## config.mk

```make
export PLATFORM = sky130hd
export DESIGN_NAME = cseb_top
export DESIGN_NICKNAME = d
export VERILOG_FILES = /design/src/verilog/cseb_pkg.sv /design/src/verilog/cseb_top.sv /design/src/verilog/cseb_sync.sv
export VERILOG_INCLUDE_DIRS = /design/src /design/src/verilog
export SDC_FILE = /design/constraint.sdc
export NUM_CORES = 1
export LEC_CHECK = 0
export BUFFER_PORTS_ARGS = -buffer_cell sky130_fd_sc_hd__buf_4
export CAP_MARGIN = 20
export CORE_AREA = 4 4 54 56
export CTS_CLUSTER_SIZE = 28
export DETAILED_ROUTE_END_ITERATION = 10
export DIE_AREA = 0 0 58 60
export HOLD_SLACK_MARGIN = 0.06
export MAX_ROUTING_LAYER = met4
export PLACE_DENSITY = 0.66
export SLEW_MARGIN = 25
export SYNTH_ARGS = -nofsm -noshare
export SYNTH_HDL_FRONTEND = slang
export SYNTH_SLANG_ARGS = --single-unit
```

## constraint.sdc

```tcl
create_clock -name clk -period 1.05 [get_ports clk]
set_input_delay 0.21 -clock clk [delete_from_list [all_inputs] [get_ports clk]]
set_output_delay 0.21 -clock clk [all_outputs]
set_load 0.005 [all_outputs]
```

## src/verilog/cseb_cfg.svh

```systemverilog
// Purpose: Constants for the processor sideband error and init block.
// Assumes: Bus clock at 100 MHz; all sideband pins active low.
// Notes: Bit positions index the core-side request vectors.
`ifndef CSEB_CFG_SVH
`define CSEB_CFG_SVH
`define CSEB_RELEASE_CLOCKS 2
`define CSEB_PIN_ASSERTED 1'h0
`define CSEB_PIN_IDLE 1'h1
`define CSEB_SYNC_RESET_VAL 1'h1
`define CSEB_NUM_ASYNC 7
`define CSEB_IN_STOP_CLOCK 0
`define CSEB_IN_PROBE 1
`define CSEB_IN_IGNORE_NE 2
`define CSEB_IN_SOFT_INIT 3
`define CSEB_IN_BUS_INIT 4
`define CSEB_IN_HIT 5
`define CSEB_IN_SNOOP_HIT_MODIFIED 6
`endif

```

## src/verilog/cseb_pkg.sv

```systemverilog
// Purpose: Types for the processor sideband error and init block.
// Assumes: Included constants come from cseb_cfg.svh.
// Notes: State codes are binary and written out.
package cseb_pkg;
	typedef enum logic [1:0] {
		CSEB_RUN = 2'b00,
		CSEB_SOFT_INIT = 2'b01,
		CSEB_SELF_TEST = 2'b10
	} cseb_state_t;
endpackage

```

## src/verilog/cseb_top.sv

```systemverilog
// Purpose: Processor-side sideband logic: error/break pin, snoop stall, internal error, soft init.
// Assumes: One bus clock at 100 MHz; synchronous active-high reset from the core's reset path.
// Notes: Pins are active low; open-drain style pins use separate out and enable signals; the hit lines also have an in.
//
// Contract
// (RULE1) Without stop-clock, drive error/break pin low on an unmasked floating-point error.
// (RULE2) With stop-clock, drive it low for a pending break; hold until stop-clock leaves.
// (RULE3) Probe request during stop-clock counts as a break event.
// (RULE4) A snoop stall drives hit and hit-modified together; repeat both to extend.
// (RULE5) Internal error drives its pin low until reset, bus init or soft init.
// (RULE6) Internal error normally goes with a shutdown transaction request.
// (RULE7) Ignore-numeric-error lets pending float errors pass; otherwise raise an exception.
// (RULE8) Ignore-numeric-error is disregarded when the numeric-error enable bit is set.
// (RULE9) Other party makes ignore and soft-init valid by target-ready of the write.
// (RULE10) Soft init resets integer state only, then restarts at the reset vector; the code also clears the floating-point error latch.
// (RULE11) Snoop servicing continues throughout soft init.
// (RULE12) Soft init seen low at reset release starts the built-in self-test.
// (RULE13) On reset, all outputs go to idle within two bus clocks.
// (RULE14) All sideband pins are active low.
`timescale 1ns/10ps
`include "cseb_cfg.svh"
module cseb_top
	import cseb_pkg::*;
(
	input wire logic clk,
	input wire logic reset,
	input wire logic stop_clock_request_n,
	input wire logic probe_request_n,
	input wire logic ignore_numeric_error_n,
	input wire logic soft_init_n,
	input wire logic bus_init_n,
	input wire logic snoop_hit_in_n,
	input wire logic snoop_hit_modified_in_n,
	input wire logic fp_unmasked_error,
	input wire logic fp_error_clear,
	input wire logic fp_noncontrol_issue,
	input wire logic numeric_error_enable,
	input wire logic break_event,
	input wire logic internal_error_event,
	input wire logic snoop_stall_request,
	input wire logic snoop_done,
	input wire logic self_test_done,
	output logic fp_error_break_out_n,
	output logic fp_error_break_oe,
	output logic snoop_hit_out_n,
	output logic snoop_hit_oe,
	output logic snoop_hit_modified_out_n,
	output logic snoop_hit_modified_oe,
	output logic internal_error_out_n,
	output logic shutdown_request,
	output logic fp_exception,
	output logic integer_reset,
	output logic restart_at_reset_vector,
	output logic self_test_run,
	output logic snoop_service_enable,
	output logic peer_snoop_stall
);
	////////////////////////////////////////////////////////////////////////////
	// Synchronised pins, active high after inversion.
	logic [`CSEB_NUM_ASYNC-1:0] pins_sync;
	cseb_sync #(.WIDTH(`CSEB_NUM_ASYNC)) u_sync (
		.clk(clk),
		.reset(reset),
		.async_in({snoop_hit_modified_in_n, snoop_hit_in_n, bus_init_n, soft_init_n,
			ignore_numeric_error_n, probe_request_n, stop_clock_request_n}),
		.sync_out(pins_sync)
	);

	function automatic logic pin_on(input logic level);
		pin_on = (level == `CSEB_PIN_ASSERTED); // [RULE14]
	endfunction

	logic stop_clk;
	logic probe;
	logic ignore_ne;
	logic init_act;
	logic bus_init_act;
	assign stop_clk = pin_on(pins_sync[`CSEB_IN_STOP_CLOCK]);
	assign probe = pin_on(pins_sync[`CSEB_IN_PROBE]);
	assign ignore_ne = pin_on(pins_sync[`CSEB_IN_IGNORE_NE]); // [RULE9]
	assign init_act = pin_on(pins_sync[`CSEB_IN_SOFT_INIT]); // [RULE9]
	assign bus_init_act = pin_on(pins_sync[`CSEB_IN_BUS_INIT]);

	////////////////////////////////////////////////////////////////////////////
	// Floating-point error and pending break share one pin.
	logic fp_err_q;
	logic break_q;
	always_ff @(posedge clk) begin
		if (reset || init_act) begin
			fp_err_q <= 1'b0;
		end else if (fp_unmasked_error) begin
			fp_err_q <= 1'b1; // Set wins over a same-cycle clear.
		end else if (fp_error_clear) begin
			fp_err_q <= 1'b0;
		end
	end

	always_ff @(posedge clk) begin
		if (reset || !stop_clk) begin
			break_q <= 1'b0; // [RULE2]
		end else if (break_event || probe) begin
			break_q <= 1'b1; // [RULE2] [RULE3]
		end
	end

	always_ff @(posedge clk) begin
		if (reset) begin
			fp_error_break_out_n <= `CSEB_PIN_IDLE; // [RULE13]
			fp_error_break_oe <= 1'b0;
		end else begin
			// Meaning follows stop-clock: error outside it, break inside it.
			fp_error_break_out_n <= stop_clk ? ~break_q : ~fp_err_q; // [RULE1] [RULE2]
			fp_error_break_oe <= stop_clk ? break_q : fp_err_q;
		end
	end

	////////////////////////////////////////////////////////////////////////////
	// Numeric error handling for noncontrol instructions.
	always_ff @(posedge clk) begin
		if (reset) begin
			fp_exception <= 1'b0;
		end else begin
			// With the enable bit set the pin is of no account. [RULE8]
			fp_exception <= fp_noncontrol_issue && fp_err_q &&
				(numeric_error_enable || !ignore_ne); // [RULE7] [RULE8]
		end
	end

	////////////////////////////////////////////////////////////////////////////
	// Snoop stall: both lines always move together.
	always_ff @(posedge clk) begin
		if (reset) begin
			snoop_hit_out_n <= `CSEB_PIN_IDLE; // [RULE13]
			snoop_hit_modified_out_n <= `CSEB_PIN_IDLE;
			snoop_hit_oe <= 1'b0;
			snoop_hit_modified_oe <= 1'b0;
			peer_snoop_stall <= 1'b0;
		end else begin
			snoop_hit_out_n <= ~snoop_stall_request; // [RULE4]
			snoop_hit_modified_out_n <= ~snoop_stall_request; // [RULE4]
			snoop_hit_oe <= snoop_stall_request;
			snoop_hit_modified_oe <= snoop_stall_request;
			peer_snoop_stall <= pin_on(pins_sync[`CSEB_IN_HIT]) && pin_on(pins_sync[`CSEB_IN_SNOOP_HIT_MODIFIED]); // [RULE4]
		end
	end

	////////////////////////////////////////////////////////////////////////////
	// Internal error is sticky until reset, bus init or soft init.
	logic internal_error_out_q;
	always_ff @(posedge clk) begin
		if (reset || bus_init_act || init_act) begin
			internal_error_out_q <= 1'b0; // [RULE5]
		end else if (internal_error_event) begin
			internal_error_out_q <= 1'b1; // [RULE5]
		end
	end

	always_ff @(posedge clk) begin
		if (reset) begin
			internal_error_out_n <= `CSEB_PIN_IDLE; // [RULE13]
			shutdown_request <= 1'b0;
		end else begin
			internal_error_out_n <= ~internal_error_out_q; // [RULE5]
			// One pulse per new error; core logic may turn it into an NMI.
			shutdown_request <= internal_error_event && !internal_error_out_q; // [RULE6]
		end
	end

	////////////////////////////////////////////////////////////////////////////
	// Soft init and self-test sequencing.
	cseb_state_t state_q;
	// The pin bank is held idle in reset, so the level at release reaches logic two edges later.
	logic [2:0] reset_seen_q;
	logic init_edge_q;
	always_ff @(posedge clk) begin
		if (reset) begin
			reset_seen_q <= 3'h1;
			init_edge_q <= 1'b0;
		end else begin
			reset_seen_q <= {reset_seen_q[1:0], 1'b0};
			init_edge_q <= init_act;
		end
	end

	always_ff @(posedge clk) begin
		if (reset) begin
			state_q <= CSEB_RUN;
		end else begin
			case (state_q)
				CSEB_RUN: begin
					if (reset_seen_q[2] && init_act) begin
						state_q <= CSEB_SELF_TEST; // [RULE12]
					end else if (init_act) begin
						state_q <= CSEB_SOFT_INIT; // [RULE10]
					end
				end
				CSEB_SOFT_INIT: begin
					if (!init_act) begin
						state_q <= CSEB_RUN;
					end
				end
				CSEB_SELF_TEST: begin
					if (self_test_done) begin
						state_q <= CSEB_RUN;
					end
				end
				default: state_q <= CSEB_RUN;
			endcase
		end
	end

	always_ff @(posedge clk) begin
		if (reset) begin
			integer_reset <= 1'b0;
			restart_at_reset_vector <= 1'b0;
			self_test_run <= 1'b0;
			snoop_service_enable <= 1'b0;
		end else begin
			integer_reset <= (state_q == CSEB_SOFT_INIT); // [RULE10]
			// Restart pulses once when soft init is released.
			restart_at_reset_vector <= (state_q == CSEB_SOFT_INIT) && !init_act && init_edge_q; // [RULE10]
			self_test_run <= (state_q == CSEB_SELF_TEST); // [RULE12]
			snoop_service_enable <= (state_q != CSEB_SELF_TEST); // [RULE11]
		end
	end
endmodule // cseb_top

```

## src/verilog/cseb_sync.sv

```systemverilog
// Purpose: Two-flop synchroniser bank for the asynchronous sideband pins.
// Assumes: Pins idle high; reset is synchronous and active high.
// Notes: The first stage feeds only the second stage.
`timescale 1ns/10ps
`include "cseb_cfg.svh"
module cseb_sync #(
	parameter int WIDTH = 1
) (
	input wire logic clk,
	input wire logic reset,
	input wire logic [WIDTH-1:0] async_in,
	output logic [WIDTH-1:0] sync_out
);
	logic [WIDTH-1:0] meta_q;

	initial begin
		if (WIDTH < 1) begin
			$error("cseb_sync needs WIDTH of at least one");
		end
	end

	always_ff @(posedge clk) begin
		if (reset) begin
			meta_q <= {WIDTH{`CSEB_SYNC_RESET_VAL}};
			sync_out <= {WIDTH{`CSEB_SYNC_RESET_VAL}};
		end else begin
			meta_q <= async_in;
			sync_out <= meta_q;
		end
	end
endmodule // cseb_sync

```

==> results.tsv <==
stage	metric	value	unit
outcome	status	complete, no violations	
routing	number of search-and-repair iterations in the first detailed-routing pass	2	
hold_path	Worst Hold Class	input port to flip-flop	
logic_synthesis	proportion of synthesized area in mux cells	0.998	%
clock_network	# resized after CTS	0	
sta	total negative setup slack	0	ns
hold_path	start point of the worst min-delay path	soft_init_n	
floorplan	floorplan core area	2430	um^2
routing	Post-Route M1 WL	608	um
sta	fin crit share	92.8	%
layout	fraction of layout cells with a size suffix above 1	43.2	%
setup_path	startpoint of the lowest-slack register-to-register path	state_q[1]	
layout	P&R area growth vs syn	36.2	%
setup_path	count of cells along the worst register-to-register path	2	
logic_synthesis	largest cells by area after synthesis	dfxtp_1, or2_2, nor3b_1, nor3_1, nand2b_1	
placement	detailed placer's ending HPWL	983	um
clock_network	post-CTS setup repair buffer count	0	
layout	area of all placed cells without fillers	1370	um^2
routing	Routed wire per std cell	9.32	um
sta	Clock Skews	0.00580	ns
logic_synthesis	mean instance size in the synthesized netlist	11.7	um^2
logic_synthesis	area share of and/or/nand/nor cells after synthesis	21.6	%
sta	final count of hold timing violations	0	
logic_synthesis	register bit total from synthesis	35	
hold_path	terminating pin of the worst hold path	u_sync.meta_q[3]	
clock_network	clock tree from TritonCTS	built	
logic_synthesis	number of distinct library cells after synthesis	18	
grt	wire length of the first global-routing pass	2.33	mm
pwr	maximum vdd ir drop	0.925	mV
sta	post-layout worst setup margin	0.0751	ns
logic_synthesis	combinational family with the most area after synthesis	simple AND/OR/NAND/NOR gates	
grt	maximum number of pins on one net before global-route repair	33	
sta	total setup violations reported at the end of the flow	0	
clock_network	number of buffers inserted during clock tree synthesis	5	
logic_synthesis	post-synthesis instance area	1000	um^2
pwr	static leakage	0.591	nW
clock_network	CTS max path bufs	2	
setup_path	worst-path maximum fanout	4	
placement	RD Place Congestion	0.631	
clock_network	Worst-Skew Late Latency	0.31	ns
clock_network	H-tree depth	2	
grt	number of antenna violations at the first check in global routing	0	
grt	global routing usage summed across all routing layers	9.56	%
setup_path	CP arrival	1.21	ns
floorplan	count of boundary I/O pins	32	
sta	hold_ws	0.0800	ns
logic_synthesis	share of the synthesized area in the top cell type	69.8	%
logic_synthesis	primary flip-flop cell chosen by synthesis mapping	dfxtp_1	
floorplan	area of the die	3480	um^2
floorplan	Chip Width	58	um
setup_path	Worst Path Required	1.29	ns
routing	post-DR vias/cell	4.14	
sta	final slew viol count	0	
logic_synthesis	fraction of synthesized cell area in xor and xnor cells	0	%
logic_synthesis	share of synthesized flip-flops with an asynchronous set or reset	0	%
setup_path	worst reg2reg path endpoint	state_q[1]	
setup_path	setup slack of the worst register-to-register path	0.08	ns
logic_synthesis	most common cell in the netlist	dfxtp_1	
grt	via count of the first global-routing pass	571	
routing	Routed WL	1.45	mm
setup_path	category of the worst setup path capture point	flip-flop	
placement	count of input and output buffers	30	
logic_synthesis	cell taking the most area after synthesis	dfxtp_1	
setup_path	worst setup path category	flip-flop to flip-flop	
logic_synthesis	warnings from Yosys	0	
floorplan	Row Count	18	
clock_network	clock root cell	clkbuf_4	
layout	number of nets in the finished design	142	
logic_synthesis	number of enable-type register cells in the synthesized netlist	0	
logic_synthesis	instance count of the mapped netlist	86	
sta	Slew headroom	79.4	%
routing	Vias	641	
pwr	power per standard cell area	1710	nW/um^2
placement	Placed Instance Area	1250	um^2
hold_path	depth of the worst hold-timing path	2	
placement	Placement Setup Slack	0.0579	ns
routing	DRC	0	
clock_network	count of clock tree sinks	35	
routing	Final ANT Viol Nets	0	
floorplan	vertical die dimension	60	um
sta	Worst-Margin Slew	0.302	ns
routing	met3 wire length	106	um
floorplan	starting density of the core	41.3	%
logic_synthesis	post-synthesis share of cell area spent on full adders, half adders and majority gates	0	%
logic_synthesis	compound-gate portion of the synthesized area	3.87	%
routing	met2 wire length	708	um
logic_synthesis	Net Count, Synth	104	
setup_path	startpoint type of the worst setup path	flip-flop	
grt	Remaining Overflow, GRT	0	
sta	minimum clock period	0.975	ns
clock_network	clock-pin slew of the registers on the worst-case setup and hold paths	0.09	ns
layout	Antenna diodes	0	
run	max_cap viols	0	
routing	top sig layer	met4	
logic_synthesis	register area share after synthesis	69.8	%
layout	fin util	56.2	%
layout	number of inserted filler cells in the final layout	212	
logic_synthesis	leading cell types by count after synthesis	dfxtp_1, or2_2, nor2_1	
sta	maximum clock frequency	1.03	GHz
routing	Initial DRC Count	3	
sta	setup repair after global routing missed its margin	no	
==> metrics by stage <==
stage | cells | power [W]
2_1_floorplan | 86 | 0.00149
3_3_place_gp | 142 | 0.00157
3_5_place_dp | 142 | 0.00158
4_1_cts | 155 | 0.00237
5_1_grt | 155 | 0.00246
6_report | 155 | 0.00234
==> flip-flops by register name (all words and copies together), names as in the netlist, 2 cells and up <==
signal and count:
reset_seen_q 3, u_sync.meta_q 7, u_sync.sync_out 7, state_q 2
==> worst max-delay path by stage <==
stage / from / to / slack (ns) / depth (start not counted)
after global placement: state_q[1] / state_q[1] / 0.09 / 2
after detailed placement: state_q[1] / state_q[1] / 0.06 / 2
after CTS: state_q[1] / state_q[1] / 0.03 / 2
after global routing: state_q[1] / state_q[1] / 0.01 / 2
after floorplan: state_q[1] / state_q[1] / 0.07 / 2
final: state_q[1] / state_q[1] / 0.08 / 2
==> report_power, final <==
group	switching [W]	internal (W)	leakage, nW
clock	0.000388	0.000394	0.0386
combinational	0.0000499	0.000105	0.264
sequential	0.0000182	0.00138	0.289
==> worst max-delay path: stages (launching register included) <==
cell      delay (ns)
dfxtp_1         0.34
or3b_1          0.38
a211oi_2        0.18
==> kinds of logic after synthesis <==
family	Yosys count
buffers and inverters	8
AO/OA/AOI/OAI	5
flip-flops	35
multiplexers	1
AND/OR/NAND/NOR	37
==> area by class of cell <==
type	instances	area (um^2)	area share, %
Clock buffer	8	68.8	5.04
Tap cell	30	37.5	2.75
Multi-Input combinational cell	43	265	19.4
Timing Repair Buffer	36	283	20.7
Sequential cell	35	701	51.3
Inverter	3	11.3	0.824
==> cells in the final DEF, fill, tap and decap left out, types with 3 or more instances in the layout <==
| master | netlist | final |
|---|---|---|
| clkbuf_4 | 0 | 5 |
| nand2b_1 | 3 | 3 |
| nor2b_1 | 3 | 3 |
| nor2_1 | 5 | 5 |
| inv_1 | 3 | 3 |
| dlygate4sd3_1 | 0 | 5 |
| nor3_1 | 4 | 4 |
| or2_2 | 15 | 15 |
| nor3b_1 | 3 | 3 |
| dfxtp_1 | 35 | 35 |
| buf_4 | 2 | 31 |
==> layer usage <==
metal / vias to the layer above / track usage, %
li1: 350 / -
met1: 267 / 9.33
met2: 22 / 15.2
met3: 2 / 3.46
met4: 0 / 7.95
met5: - / -
==> timing repair <==
item                                    CTS  global route
hold buffers                              5             0
endpoints found under the hold margin     5             0
endpoints found under the setup margin    0             1
Note: power is estimated with default switching activity, not from simulation.
